### config.mk
export PLATFORM = sky130hd
export DESIGN_NAME = adcc_conv_ctrl
export DESIGN_NICKNAME = d
export VERILOG_FILES = /design/src/pkg/adcc_pkg.sv /design/src/verilog/adcc_cal_store.sv /design/src/verilog/adcc_conv_ctrl.sv
export VERILOG_INCLUDE_DIRS = /design/src /design/src/pkg
export SDC_FILE = /design/constraint.sdc
export NUM_CORES = 1
export LEC_CHECK = 0
export ABC_AREA = 1
export BUFFER_PORTS_ARGS = -buffer_cell sky130_fd_sc_hd__buf_4
export CAP_MARGIN = 10
export CORE_ASPECT_RATIO = 0.8
export CORE_MARGIN = 3
export CORE_UTILIZATION = 40
export DETAILED_ROUTE_END_ITERATION = 8
export HOLD_SLACK_MARGIN = 0.12
export PLACE_DENSITY = 0.62
export SLEW_MARGIN = 20
export SYNTH_ARGS = -nofsm -noshare
export SYNTH_HDL_FRONTEND = slang
export SYNTH_HIERARCHICAL = 1
export SYNTH_SLANG_ARGS = --single-unit
### constraint.sdc
create_clock -name core_clk -period 6.85 [get_ports core_clk]
set_input_delay 1.37 -clock core_clk [delete_from_list [all_inputs] [get_ports core_clk]]
set_output_delay 1.37 -clock core_clk [all_outputs]
set_load 0.02 [all_outputs]
### src/pkg/adcc_regs.svh
// Purpose: Register offsets, field positions, reset values and timing counts
//          for the converter conversion control block.
// Assumes: Byte-wide registers on a plain strobe port.
// Notes:   Offsets are word indices on the internal register port.
//
// Operation
// - Clear go bit when a single (non-repeat) conversion finishes
// - Power down after 160 idle clocks
// - Continuous mode restarts conversions automatically
// - New result overwrites previous result
// - Interrupt pulse on each continuous result
// - Four-bit channel field selects analog input
// - Repeat bit one selects continuous mode
// - Reference output pin needs reference enabled (pin follows the refout bit alone; left to software)
// - Reference pair split across two registers
// - Go write starts with same-write configuration
// - Control 0 fields act as one write
// - Result is 13 bits sign-extended
// - Ten modes: offset, gain high, gain low
// - Calibration bytes keep value across reset
// - Mode zero calibration at fixed locations
`ifndef ADCC_REGS_SVH
`define ADCC_REGS_SVH

// ============================================================
// Register offsets
`define ADCC_OFF_CTL0      8'h00
`define ADCC_OFF_CTL1      8'h01
`define ADCC_OFF_DATAH     8'h02
`define ADCC_OFF_DATAL     8'h03
`define ADCC_OFF_STAT      8'h04
`define ADCC_OFF_CAL_LO    8'h08
`define ADCC_OFF_CAL_HI    8'h7D
`define ADCC_OFF_CAL_OFS0  8'h60
`define ADCC_OFF_CAL_GH0   8'h08
`define ADCC_OFF_CAL_GL0   8'h09

// ============================================================
// Control 0 fields
`define ADCC_CTL0_GO       7
`define ADCC_CTL0_REFOUT   6
`define ADCC_CTL0_REPEAT   5
`define ADCC_CTL0_REFLO    4
`define ADCC_CHAN_MSB      3
// Control 1 fields
`define ADCC_CTL1_REFHI    7
`define ADCC_CTL0_RST      8'h00
`define ADCC_CTL1_RST      8'h80

// ============================================================
// Timing
`define ADCC_IDLE_CLKS     8'hA0
`define ADCC_CONV_TIME_NS  5100
`define ADCC_CLK_NS        100
`define ADCC_CONV_CLKS     ((`ADCC_CONV_TIME_NS + `ADCC_CLK_NS - 1) / `ADCC_CLK_NS)

`endif

### src/pkg/adcc_pkg.sv
// Purpose: Types for the converter conversion control block.
// Assumes: Nothing beyond the register header.
// Notes:   One-hot state codes written out.
package adcc_pkg;
  typedef enum logic [2:0] {
    ST_IDLE = 3'b001,
    ST_CONV = 3'b010,
    ST_DONE = 3'b100
  } adcc_state_t;
endpackage : adcc_pkg

### src/verilog/adcc_cal_store.sv
// Purpose: Calibration byte storage, not touched by reset.
// Assumes: One byte per index, written and read by index.
// Notes:   Contents survive reset by construction.
`include "adcc_regs.svh"
module adcc_cal_store (
  input  wire logic       core_clk,
  input  wire logic       wrEn,
  input  wire logic [6:0] wrIdx,
  input  wire logic [7:0] wrData,
  input  wire logic [6:0] rdIdx,
  output logic      [7:0] rdData
);
  logic [7:0] calMem [0:127];

  // No reset branch: factory values must hold across reset
  always_ff @(posedge core_clk) begin
    if (wrEn) begin
      calMem[wrIdx] <= wrData;
    end
  end

  assign rdData = calMem[rdIdx];
endmodule : adcc_cal_store

### src/verilog/adcc_conv_ctrl.sv
// Purpose: Conversion sequencing, result capture and register port.
// Assumes: Converter core signals done with a pulse of one or more cycles and result.
// Notes:   Register reads return data in the cycle after the strobe.
`include "adcc_regs.svh"
module adcc_conv_ctrl (
  input  wire logic        core_clk,
  input  wire logic        nrst,
  input  wire logic [7:0]  regAddr,
  input  wire logic [7:0]  regWdata,
  input  wire logic        regWr,
  input  wire logic        regRd,
  output logic      [7:0]  regRdata,
  output logic             convStart,
  output logic      [3:0]  inputChannelSel,
  output logic      [1:0]  referenceSel,
  output logic             referenceOutPin,
  output logic             converterPowerOn,
  output logic             resultIrq,
  input  wire logic        coreDone,
  input  wire logic [12:0] coreResult
);

  // ============================================================
  // Reset release
  logic rstSync1_q;
  logic rstSync2_q;
  always_ff @(posedge core_clk or negedge nrst) begin
    if (!nrst) begin
      rstSync1_q <= 1'b0;
      rstSync2_q <= 1'b0;
    end else begin
      rstSync1_q <= 1'b1;
      rstSync2_q <= rstSync1_q;
    end
  end
  logic rstN;
  assign rstN = rstSync2_q;

  // ============================================================
  // Converter done input synchroniser
  logic doneS1_q;
  logic doneS2_q;
  logic doneS3_q;
  logic [12:0] resS1_q;
  logic [12:0] resS2_q;
  always_ff @(posedge core_clk or negedge rstN) begin
    if (!rstN) begin
      doneS1_q <= 1'b0;
      doneS2_q <= 1'b0;
      doneS3_q <= 1'b0;
      resS1_q  <= 13'h0000;
      resS2_q  <= 13'h0000;
    end else begin
      doneS1_q <= coreDone;
      doneS2_q <= doneS1_q;
      doneS3_q <= doneS2_q;
      resS1_q  <= coreResult;
      resS2_q  <= resS1_q;
    end
  end
  // Rising edge only, so a stretched done pulse counts once
  logic convDone;
  assign convDone = doneS2_q & ~doneS3_q;

  // ============================================================
  // Control registers
  logic [7:0] ctl0_q;
  logic [7:0] ctl1_q;
  logic       ctl0Wr;
  logic       ctl1Wr;
  logic       calWr;
  logic       inCal;
  adcc_pkg::adcc_state_t state_q;

  assign ctl0Wr = regWr && (regAddr == `ADCC_OFF_CTL0);
  assign ctl1Wr = regWr && (regAddr == `ADCC_OFF_CTL1);
  assign inCal  = (regAddr >= `ADCC_OFF_CAL_LO) && (regAddr <= `ADCC_OFF_CAL_HI)
                  && (regAddr != `ADCC_OFF_STAT);
  assign calWr  = regWr && inCal;

  logic finishConv;
  assign finishConv = (state_q == adcc_pkg::ST_CONV) && convDone;

  // Go clears on completion unless repeating; a software write wins same cycle
  always_ff @(posedge core_clk or negedge rstN) begin
    if (!rstN) begin
      ctl0_q <= `ADCC_CTL0_RST;
    end else if (ctl0Wr) begin
      ctl0_q <= regWdata;
    end else if (finishConv && !ctl0_q[`ADCC_CTL0_REPEAT]) begin
      ctl0_q[`ADCC_CTL0_GO] <= 1'b0;
    end
  end

  always_ff @(posedge core_clk or negedge rstN) begin
    if (!rstN) begin
      ctl1_q <= `ADCC_CTL1_RST;
    end else if (ctl1Wr) begin
      ctl1_q <= regWdata;
    end
  end

  always_ff @(posedge core_clk or negedge rstN) begin
    if (!rstN) begin
      inputChannelSel <= 4'h0;
      referenceSel    <= 2'b10;
      referenceOutPin <= 1'b0;
    end else begin
      inputChannelSel <= ctl0_q[`ADCC_CHAN_MSB:0];
      referenceSel    <= {ctl1_q[`ADCC_CTL1_REFHI], ctl0_q[`ADCC_CTL0_REFLO]};
      // Pin follows the bit; keeping the reference on is left to software
      referenceOutPin <= ctl0_q[`ADCC_CTL0_REFOUT];
    end
  end

  // ============================================================
  // Conversion sequencer
  logic goWrite;
  assign goWrite = ctl0Wr && regWdata[`ADCC_CTL0_GO];

  always_ff @(posedge core_clk or negedge rstN) begin
    if (!rstN) begin
      state_q   <= adcc_pkg::ST_IDLE;
      convStart <= 1'b0;
    end else begin
      convStart <= 1'b0;
      case (state_q)
        adcc_pkg::ST_IDLE: begin
          if (goWrite) begin
            state_q   <= adcc_pkg::ST_CONV;
            convStart <= 1'b1;
          end
        end
        adcc_pkg::ST_CONV: begin
          if (convDone) begin
            state_q <= adcc_pkg::ST_DONE;
          end
        end
        adcc_pkg::ST_DONE: begin
          if (ctl0_q[`ADCC_CTL0_REPEAT] && ctl0_q[`ADCC_CTL0_GO]) begin
            state_q   <= adcc_pkg::ST_CONV;
            convStart <= 1'b1;
          end else begin
            state_q <= adcc_pkg::ST_IDLE;
          end
        end
        default: begin
          state_q <= adcc_pkg::ST_IDLE;
        end
      endcase
    end
  end

  // ============================================================
  // Result capture and interrupt
  logic [12:0] result_q;
  always_ff @(posedge core_clk or negedge rstN) begin
    if (!rstN) begin
      result_q <= 13'h0000;
    end else if (finishConv) begin
      result_q <= resS2_q;
    end
  end

  always_ff @(posedge core_clk or negedge rstN) begin
    if (!rstN) begin
      resultIrq <= 1'b0;
    end else begin
      resultIrq <= finishConv && ctl0_q[`ADCC_CTL0_REPEAT];
    end
  end

  // ============================================================
  // Idle power-down
  logic [7:0] idleCnt_q;
  logic       busy;
  assign busy = (state_q != adcc_pkg::ST_IDLE) || goWrite;

  always_ff @(posedge core_clk or negedge rstN) begin
    if (!rstN) begin
      idleCnt_q        <= 8'h00;
      converterPowerOn <= 1'b0;
    end else if (busy) begin
      idleCnt_q        <= 8'h00;
      converterPowerOn <= 1'b1;
    end else if (idleCnt_q == (`ADCC_IDLE_CLKS - 8'h01)) begin
      converterPowerOn <= 1'b0;
    end else begin
      idleCnt_q <= idleCnt_q + 8'h01;
    end
  end

  // ============================================================
  // Calibration store
  logic [7:0] calRd;
  adcc_cal_store uCal (
    .core_clk (core_clk),
    .wrEn     (calWr),
    .wrIdx    (regAddr[6:0]),
    .wrData   (regWdata),
    .rdIdx    (regAddr[6:0]),
    .rdData   (calRd)
  );

  // ============================================================
  // Read port: data the cycle after the strobe, else zero
  always_ff @(posedge core_clk or negedge rstN) begin
    if (!rstN) begin
      regRdata <= 8'h00;
    end else if (regRd) begin
      case (regAddr)
        `ADCC_OFF_CTL0:  regRdata <= ctl0_q;
        `ADCC_OFF_CTL1:  regRdata <= ctl1_q;
        `ADCC_OFF_DATAH: regRdata <= {{3{result_q[12]}}, result_q[12:8]};
        `ADCC_OFF_DATAL: regRdata <= result_q[7:0];
        `ADCC_OFF_STAT:  regRdata <= {5'h00, state_q};
        default:         regRdata <= inCal ? calRd : 8'h00;
      endcase
    end else begin
      regRdata <= 8'h00;
    end
  end

  // ============================================================
  // Checks: go bit and sequencing
  a_go_clears: assert property (@(posedge core_clk) disable iff (!rstN)
    finishConv && !ctl0_q[`ADCC_CTL0_REPEAT] && !ctl0Wr |=> !ctl0_q[`ADCC_CTL0_GO])
    else $error("go bit not cleared");

  a_repeat_keep: assert property (@(posedge core_clk) disable iff (!rstN)
    finishConv && ctl0_q[`ADCC_CTL0_REPEAT] && !ctl0Wr |=> ctl0_q == $past(ctl0_q))
    else $error("repeat go lost");

  a_repeat_mode_sel_restart: assert property (@(posedge core_clk) disable iff (!rstN)
    state_q == adcc_pkg::ST_DONE && ctl0_q[`ADCC_CTL0_REPEAT] && ctl0_q[`ADCC_CTL0_GO]
    |=> convStart) else $error("no restart");

  a_start_pulse: assert property (@(posedge core_clk) disable iff (!rstN)
    convStart |=> !convStart) else $error("start not a pulse");

  a_go_start: assert property (@(posedge core_clk) disable iff (!rstN)
    goWrite && state_q == adcc_pkg::ST_IDLE |=> convStart) else $error("no start");

  a_stop_idle: assert property (@(posedge core_clk) disable iff (!rstN)
    state_q == adcc_pkg::ST_DONE && !ctl0_q[`ADCC_CTL0_GO]
    |=> state_q == adcc_pkg::ST_IDLE) else $error("no stop");

  a_state_onehot: assert property (@(posedge core_clk) disable iff (!rstN)
    $onehot(state_q)) else $error("state not one-hot");

  // ============================================================
  // Checks: results and interrupt
  a_res_update: assert property (@(posedge core_clk) disable iff (!rstN)
    finishConv |=> result_q == $past(resS2_q)) else $error("result stale");

  a_irq_repeat_mode_sel: assert property (@(posedge core_clk) disable iff (!rstN)
    finishConv && ctl0_q[`ADCC_CTL0_REPEAT] |=> resultIrq) else $error("no irq");

  a_irq_single: assert property (@(posedge core_clk) disable iff (!rstN)
    finishConv && !ctl0_q[`ADCC_CTL0_REPEAT] |=> !resultIrq)
    else $error("irq in single mode");

  a_data_sign: assert property (@(posedge core_clk) disable iff (!rstN)
    regRd && regAddr == `ADCC_OFF_DATAH
    |=> regRdata == {{3{$past(result_q[12])}}, $past(result_q[12:8])})
    else $error("high byte not sign extended");

  a_rd_idle: assert property (@(posedge core_clk) disable iff (!rstN)
    !regRd |=> regRdata == 8'h00) else $error("read data outside slot");

  // ============================================================
  // Checks: configuration fields
  a_ctl0_write: assert property (@(posedge core_clk) disable iff (!rstN)
    ctl0Wr |=> ctl0_q == $past(regWdata)) else $error("ctl0 write lost");

  a_chan_sel: assert property (@(posedge core_clk) disable iff (!rstN)
    ctl0Wr ##1 !ctl0Wr |=> inputChannelSel == $past(ctl0_q[3:0]))
    else $error("bad channel");

  a_ref_pair: assert property (@(posedge core_clk) disable iff (!rstN)
    1'b1 |=> referenceSel == $past({ctl1_q[7], ctl0_q[4]})) else $error("ref pair");

  a_ref_out: assert property (@(posedge core_clk) disable iff (!rstN)
    1'b1 |=> referenceOutPin == $past(ctl0_q[`ADCC_CTL0_REFOUT]))
    else $error("ref out pin");

  // ============================================================
  // Checks: idle power-down
  a_idle_pdown: assert property (@(posedge core_clk) disable iff (!rstN)
    !busy && idleCnt_q == 8'h9F |=> !converterPowerOn)
    else $error("no power down");

  a_power_on: assert property (@(posedge core_clk) disable iff (!rstN)
    goWrite |=> converterPowerOn) else $error("no power up");

  a_idle_clear: assert property (@(posedge core_clk) disable iff (!rstN)
    busy |=> idleCnt_q == 8'h00) else $error("idle count kept");

  // Main scenarios
  c_single: cover property (@(posedge core_clk) finishConv && !ctl0_q[`ADCC_CTL0_REPEAT]);
  c_repeat_mode_sel: cover property (@(posedge core_clk) resultIrq);
  c_pdown: cover property (@(posedge core_clk) $fell(converterPowerOn));
  c_stop: cover property (@(posedge core_clk)
    state_q == adcc_pkg::ST_DONE && !ctl0_q[`ADCC_CTL0_GO] && ctl0_q[`ADCC_CTL0_REPEAT]);
endmodule : adcc_conv_ctrl

# [After elaboration in Yosys (flattened, before gate mapping)]
# Memories as Yosys holds them, arrays and structs flattened.
# Index checks and enable logic that the tools add are counted.
[word_totals] in_bits=34 regBits=89 word_cells=73 ram_bits=1024 n_memories=1 output_inout_bits=18
[memory_table] memory="uCal.calMem" depth=128 width=8 read_ports=1 rd_ports_with_merged_regs=0 wr=1 line_no="adcc_cal_store.sv:13" rtl="logic [7:0] calMem [0:127];"
[classes] n_mux=18 eq_ne=13 addsub=1 order_cmp=2 n_bitwise=2 n_reduce_logical=16
[ops] operator="$pmux 8 s5" n=1
[ops] operator="$mux 8" n=4
[ops] operator="$eq 8x2->1 const B" n=2
[ops] operator="$logic_and 1x1->1" n=10
[ops] operator="$pmux 3 s3" n=1
[ops] operator="$add 8x1->8 const B" n=1
[ops] operator="$eq 8x1->1 const B" n=1
[ops] operator="$eq 8x3->1 const B" n=1
[ops] operator="$eq 8x8->1 const B" n=1
[ops] operator="$ge 8x4->1 const B" n=1
[ops] operator="$le 8x7->1 const B" n=1
[ops] operator="$logic_not 8->1" n=1
[ops] operator="$mux 1" n=8
[ops] operator="$ne 8x3->1 const B" n=1
[ops] operator="$mux 3" n=2
[ops] operator="$ne 2x2->1 const B" n=3
[ops] operator="$reduce_bool 2->1" n=2
[ops] operator="$eq 3x1->1 const B" n=1
[ops] operator="$eq 3x2->1 const B" n=1
[ops] operator="$eq 3x3->1 const B" n=1
[ops] operator="$ne 3x1->1 const B" n=1
[ops] operator="$mux 2" n=1
[ops] operator="$pmux 1 s2" n=1
[ops] operator="$reduce_and 2->1" n=1
[ops] operator="other kinds (4)" n=4

# [Longest topological paths before layout]
[depth] depth_word=6 mapped_depth=18 ltp_nobuf=15

# [By module]
# Netlist, hierarchy kept.
[by_module_without_submodules] module="adcc_cal_store" instances=1 cells_per_inst=3567 area_each_um2=41944.0
[by_module_without_submodules] module="adcc_conv_ctrl" instances=1 cells_per_inst=354 area_each_um2=3577.2

# [Worst setup path after synthesis]
# No wires, ideal clock.
[synth_path] path_kind="input to register" startpoint="in regAddr[1]" endpoint="mem uCal.calMem[105][0], enable pin" setup_ps=370 setup_slack_ps=3515 path_stages=10 t_arrival_ps=2965 t_required_ps=6480 cell_sequence="buf_6 nand2_1 inv_1 nand3_1 nand3_1 nor2_1 clkbuf_1 nand2_1 clkbuf_1 nor2_1"
[synth_via] elab_chain_len=6 word_cells_on_any_way=8 cone_classes="order compare: 2; eq/ne: 1; mux: 2; reduce/logical: 3"
[synth_lines] item="start, declared" line_no="adcc_conv_ctrl.sv:8" rtl="input wire logic [7:0] regAddr,"
[synth_lines] item="$ge 8x4->1 (no line) / $le 8x7->1 (equally long branches)"
[synth_lines] item="$logic_and 1x1->1" line_no="adcc_conv_ctrl.sv:77" rtl="assign inCal = (regAddr >= `ADCC_OFF_CAL_LO) && (regAddr <= `ADCC_OFF_CAL_HI)"
[synth_lines] item="$logic_and 1x1->1 *" line_no="adcc_conv_ctrl.sv:77"
[synth_lines] item="$logic_and 1x1->1 *" line_no="adcc_conv_ctrl.sv:79" rtl="assign calWr = regWr && inCal;"
[synth_lines] item="named net calWr" line_no="adcc_conv_ctrl.sv:71" rtl="logic calWr;"
[synth_lines] item="$mux 1 *" line_no="adcc_cal_store.sv:17" rtl="if (wrEn) begin"
[synth_lines] item="$mux 1 (not written as such) *" line_no="adcc_cal_store.sv:18" rtl="calMem[wrIdx] <= wrData;"
[synth_lines] item="end, declared" line_no="adcc_cal_store.sv:13"
# Mark *: on every way through the listed nets, which the timed path passes. The rest lies on a longest branch.

# [Final worst setup path]
[layout_path] startpoint="in regAddr[4]" endpoint="mem uCal.calMem[92][2], enable pin"
# Same word-level chain as after synthesis.

==> flow_metrics.env <==
export IMPL_htreeDepth=3
export IMPL_grt_start_max_net_pins=243
export IMPL_finalWirelength_mm=118.0
export IMPL_fin_nets=3917
export IMPL_drt_first_pass_iters=8
export IMPL_pre_cts_ws_ns=1.889
export IMPL_cts_setup_buffers=0
export IMPL_setup_viol=0
export IMPL_die_area_um2=117900
export IMPL_synth_top_family_by_area="simple AND/OR/NAND/NOR gates"
export IMPL_worstPathArrival_ns=4.64
export IMPL_final_max_slew_viol_count=0
export IMPL_muxShareOfSynthArea=0.0003298
export IMPL_ys_seq_elements=1113
export IMPL_drc=0
export IMPL_grt_overflow_total=0
export IMPL_ys_types=39
export IMPL_irDropWorstVdd_mv=0.1923
export IMPL_io_buffer_count=51
export IMPL_boundaryPins=52
export IMPL_avgSynthCellArea_um2=11.61
export IMPL_yosys_area_share_simple=0.2338
export IMPL_synth_area_top_cells="edfxtp_1 (68%), nand2_1 (11%), nand3_1 (11%), dfrtp_1 (4.7%), buf_2 (1.3%)"
export IMPL_worstMarginPinSlew_ns=1.151
export IMPL_required_ns=7.17
export IMPL_cts_root_buf="clkbuf_16"
export IMPL_clk_latency_ns=0.70
export IMPL_track_usage=0.1975
export IMPL_synth_async_reset_ratio=0.07996
export IMPL_cts_hold_buf=0
export IMPL_fin_crit_sh=0.6314
export IMPL_dpl_hpwl_mm=67.36
export IMPL_yosysSeqAreaShare=0.7245
export IMPL_tns_ns=0
export IMPL_yosysTopAreaCell="edfxtp_1"
export IMPL_fmax_mhz=231.2
export IMPL_timing_hold_ws_ns=0.1611
export IMPL_drt_iter0_markers=4189
export IMPL_yosysWarnings=6
export IMPL_synth_compound_gate_area_share=0.004013
export IMPL_vias=29670
export IMPL_num_rows=110
export IMPL_dieWidth_um=383.2
export IMPL_wl_per_cell_um=21.53
export IMPL_worstSetupEndpointType="flop"
export IMPL_synth_ff_type="edfxtp_1"
export IMPL_n_fill_cell=10290
export IMPL_grt_pass1_vias=27460
export IMPL_synth_edf_count=1024
export IMPL_cts_tree="built"
export IMPL_hold_path_class="flop to async pin"
export IMPL_skew_ns=0.02496
export IMPL_area_growth_pct=10.05
export IMPL_antenna_found_initial=1
export IMPL_viasPerCell=5.413
export IMPL_grt_pass1_wl_mm=176.1
export IMPL_core_um2=112700
export IMPL_crit_start="regAddr[4]"
export IMPL_n_antenna_cell=0
export IMPL_syn_nets=3956
export IMPL_cts_clk_slew_worst_paths_ns=0.06
export IMPL_p_leak_nw=18.04
export IMPL_cts_buffers=104
export IMPL_synth_xor_area_share=0.001154
export IMPL_cts_resized=0
export IMPL_criticalPathCategory="primary input to flop"
export IMPL_syn_area_um2=45520
export IMPL_fin_ws_ns=2.525
export IMPL_layout_min_cycle_time_ns=4.325
export IMPL_final_hold_viol_count=0
export IMPL_maxCapViolations=0
export IMPL_cts_buffer_depth=3
export IMPL_initial_utilization=0.4038
export IMPL_cp_max_fo=39
export IMPL_synth_adder_area_share=0.0002749
export IMPL_rsz0062_at_grt="false"
export IMPL_relSlewSlack=0.2301
export IMPL_yosysTopAreaCellShare=0.6755
export IMPL_die_height_um=307.7
export IMPL_gp_congestion=0.8657
export IMPL_postRouteAntennaNets=0
export IMPL_worstSetupStartpointType="primary input"
export IMPL_drive_above_1_share=0.07080
export IMPL_outcome="finished, final reports clean"
export IMPL_clock_sinks=1113
export IMPL_syn_inst=3921
export IMPL_pwr_density_cell_nw_per_um2=280.1
export IMPL_r2r_start="uCal/calMem[2][6]$_DFFE_PP_"
## logic make-up (layout without fill, tap and decap cells)
group | Yosys count | count (layout)
other | 1 | 1
flip-flops | 1113 | 1113
multiplexers | 1 | 1
adder cells (fa/ha/maj) | 1 | 1
AO/OA/AOI/OAI | 30 | 30
buffers and inverters | 294 | 342
XOR/XNOR | 6 | 6
AND/OR/NAND/NOR | 2475 | 2475
## through the flow
stage / power (mW) / utilization / cells / cell area, µm²
after floorplan: 8.171 / - / 3921 / 45520
after global routing: 14.51 / 0.4444 / 5481 / 50100
after CTS: 14.13 / 0.4444 / 5481 / 50090
final: 14.03 / 0.4444 / 5481 / 50100
after detailed placement: 8.545 / 0.4152 / 5288 / 46800
after global placement: 8.539 / 0.4152 / 5288 / 46800
## flip-flops by register name (all words and copies together) (netlist names), 3 cells and up
name and cells:
regRdata 8, resS2_q 13, uCal/calMem 1024, state_q 3
idleCnt_q 8, inputChannelSel 4, ctl1_q 8, resS1_q 13
ctl0_q 8, result_q 13
## cells in the final DEF, fill, tap and decap left out, types with 2 or more instances in the layout
cell	synthesis	layout
bufinv_16	0	5
clkinv_1	0	21
nand3_1	963	963
inv_6	0	4
dfrtp_1	86	85
nand2_4	3	3
xnor2_1	2	2
a21oi_1	6	6
o21ai_0	8	8
nand2_1	1312	1310
clkinv_2	1	18
o21ai_1	7	7
clkbuf_16	0	110
buf_12	0	5
buf_4	41	86
buf_8	0	2
clkbuf_1	35	27
edfxtp_1	1024	1024
inv_1	49	48
nand2_2	6	8
nand4_1	9	9
xor2_1	4	4
nor3_2	2	2
clkbuf_8	0	3
dfstp_2	3	3
clkbuf_4	0	3
nor3_1	9	9
o21ai_2	7	7
nor2_2	4	4
inv_2	4	3
nor2_1	161	161
clkinvlp_4	0	2
nor2_4	2	2
inv_4	1	3
## power by group
group | switching (mW) | leakage, nW | total, mW | internal (mW)
logic | 0.690 | 6.09 | 0.911 | 0.221
registers | 0.0308 | 10.3 | 7.50 | 7.47
clock network | 2.46 | 1.62 | 5.62 | 3.16
total | 3.18 | 18.0 | 14.0 | 10.9
## layer usage
layer / vias up / global-route usage / share of wire
met2: 1379 / 0.2794 / 0.43
met4: 0 / 0.04651 / 0.021
met3: 177 / 0.05061 / 0.10
li1: 13630 / - / -
met1: 14490 / 0.3031 / 0.45
met5: - / 0 / 0
## area by class of cell
type / count / area [µm²] / share of cell area
sequential: 1113 / 32980 / 0.6584
multi-input combinational: 2514 / 10920 / 0.2179
clock buffer: 143 / 2918 / 0.05824
tap: 1512 / 1892 / 0.03776
timing repair buffer: 93 / 775.7 / 0.01549
clock inverter: 50 / 370.4 / 0.007393
inverter: 56 / 240.2 / 0.004795
## Yosys cell counts (2+ instances only)
| library cell | count |
|---|---|
| o21ai_1 | 7 |
| nor2_2 | 4 |
| buf_4 | 41 |
| nand2_1 | 1312 |
| inv_2 | 4 |
| nand4_1 | 9 |
| dfstp_2 | 3 |
| edfxtp_1 | 1024 |
| clkbuf_1 | 35 |
| xor2_1 | 4 |
| o21ai_2 | 7 |
| nor3_1 | 9 |
| nor2_4 | 2 |
| nand2_2 | 6 |
| dfrtp_1 | 86 |
| buf_1 | 14 |
| nor3_2 | 2 |
| nand2_4 | 3 |
| nand3_1 | 963 |
| a21oi_1 | 6 |
| inv_1 | 49 |
| o21ai_0 | 8 |
| buf_2 | 121 |
| nor2_1 | 161 |
| buf_6 | 26 |
| xnor2_1 | 2 |
## worst paths after layout
path / to / slack (ns) / cells past startpoint
worst min-delay path: idleCnt_q[7]$_DFFE_PN0P_ / 0.16 / 0
worst max register to register: regRdata[6]$_DFF_PN0_ / 4.72 / 14
min in group core_clk: resS2_q[11]$_DFF_PN0_ / 0.35 / 0
worst min register to register: idleCnt_q[7]$_DFFE_PN0P_ / 0.16 / 0
max in group asynchronous: ctl1_q[6]$_DFFE_PN0P_ / 5.52 / 1
worst max-delay path: uCal/calMem[92][2]$_DFFE_PP_ / 2.52 / 7
## critical path: stages
cell,delay [ns]
buf_4,0.38
nor2_2,0.11
nand3_1,0.17
nand3_1,0.18
nor2_1,0.69
nand2_1,0.88
nor2_1,0.84
No activity file was read; power rests on OpenSTA's default activity.
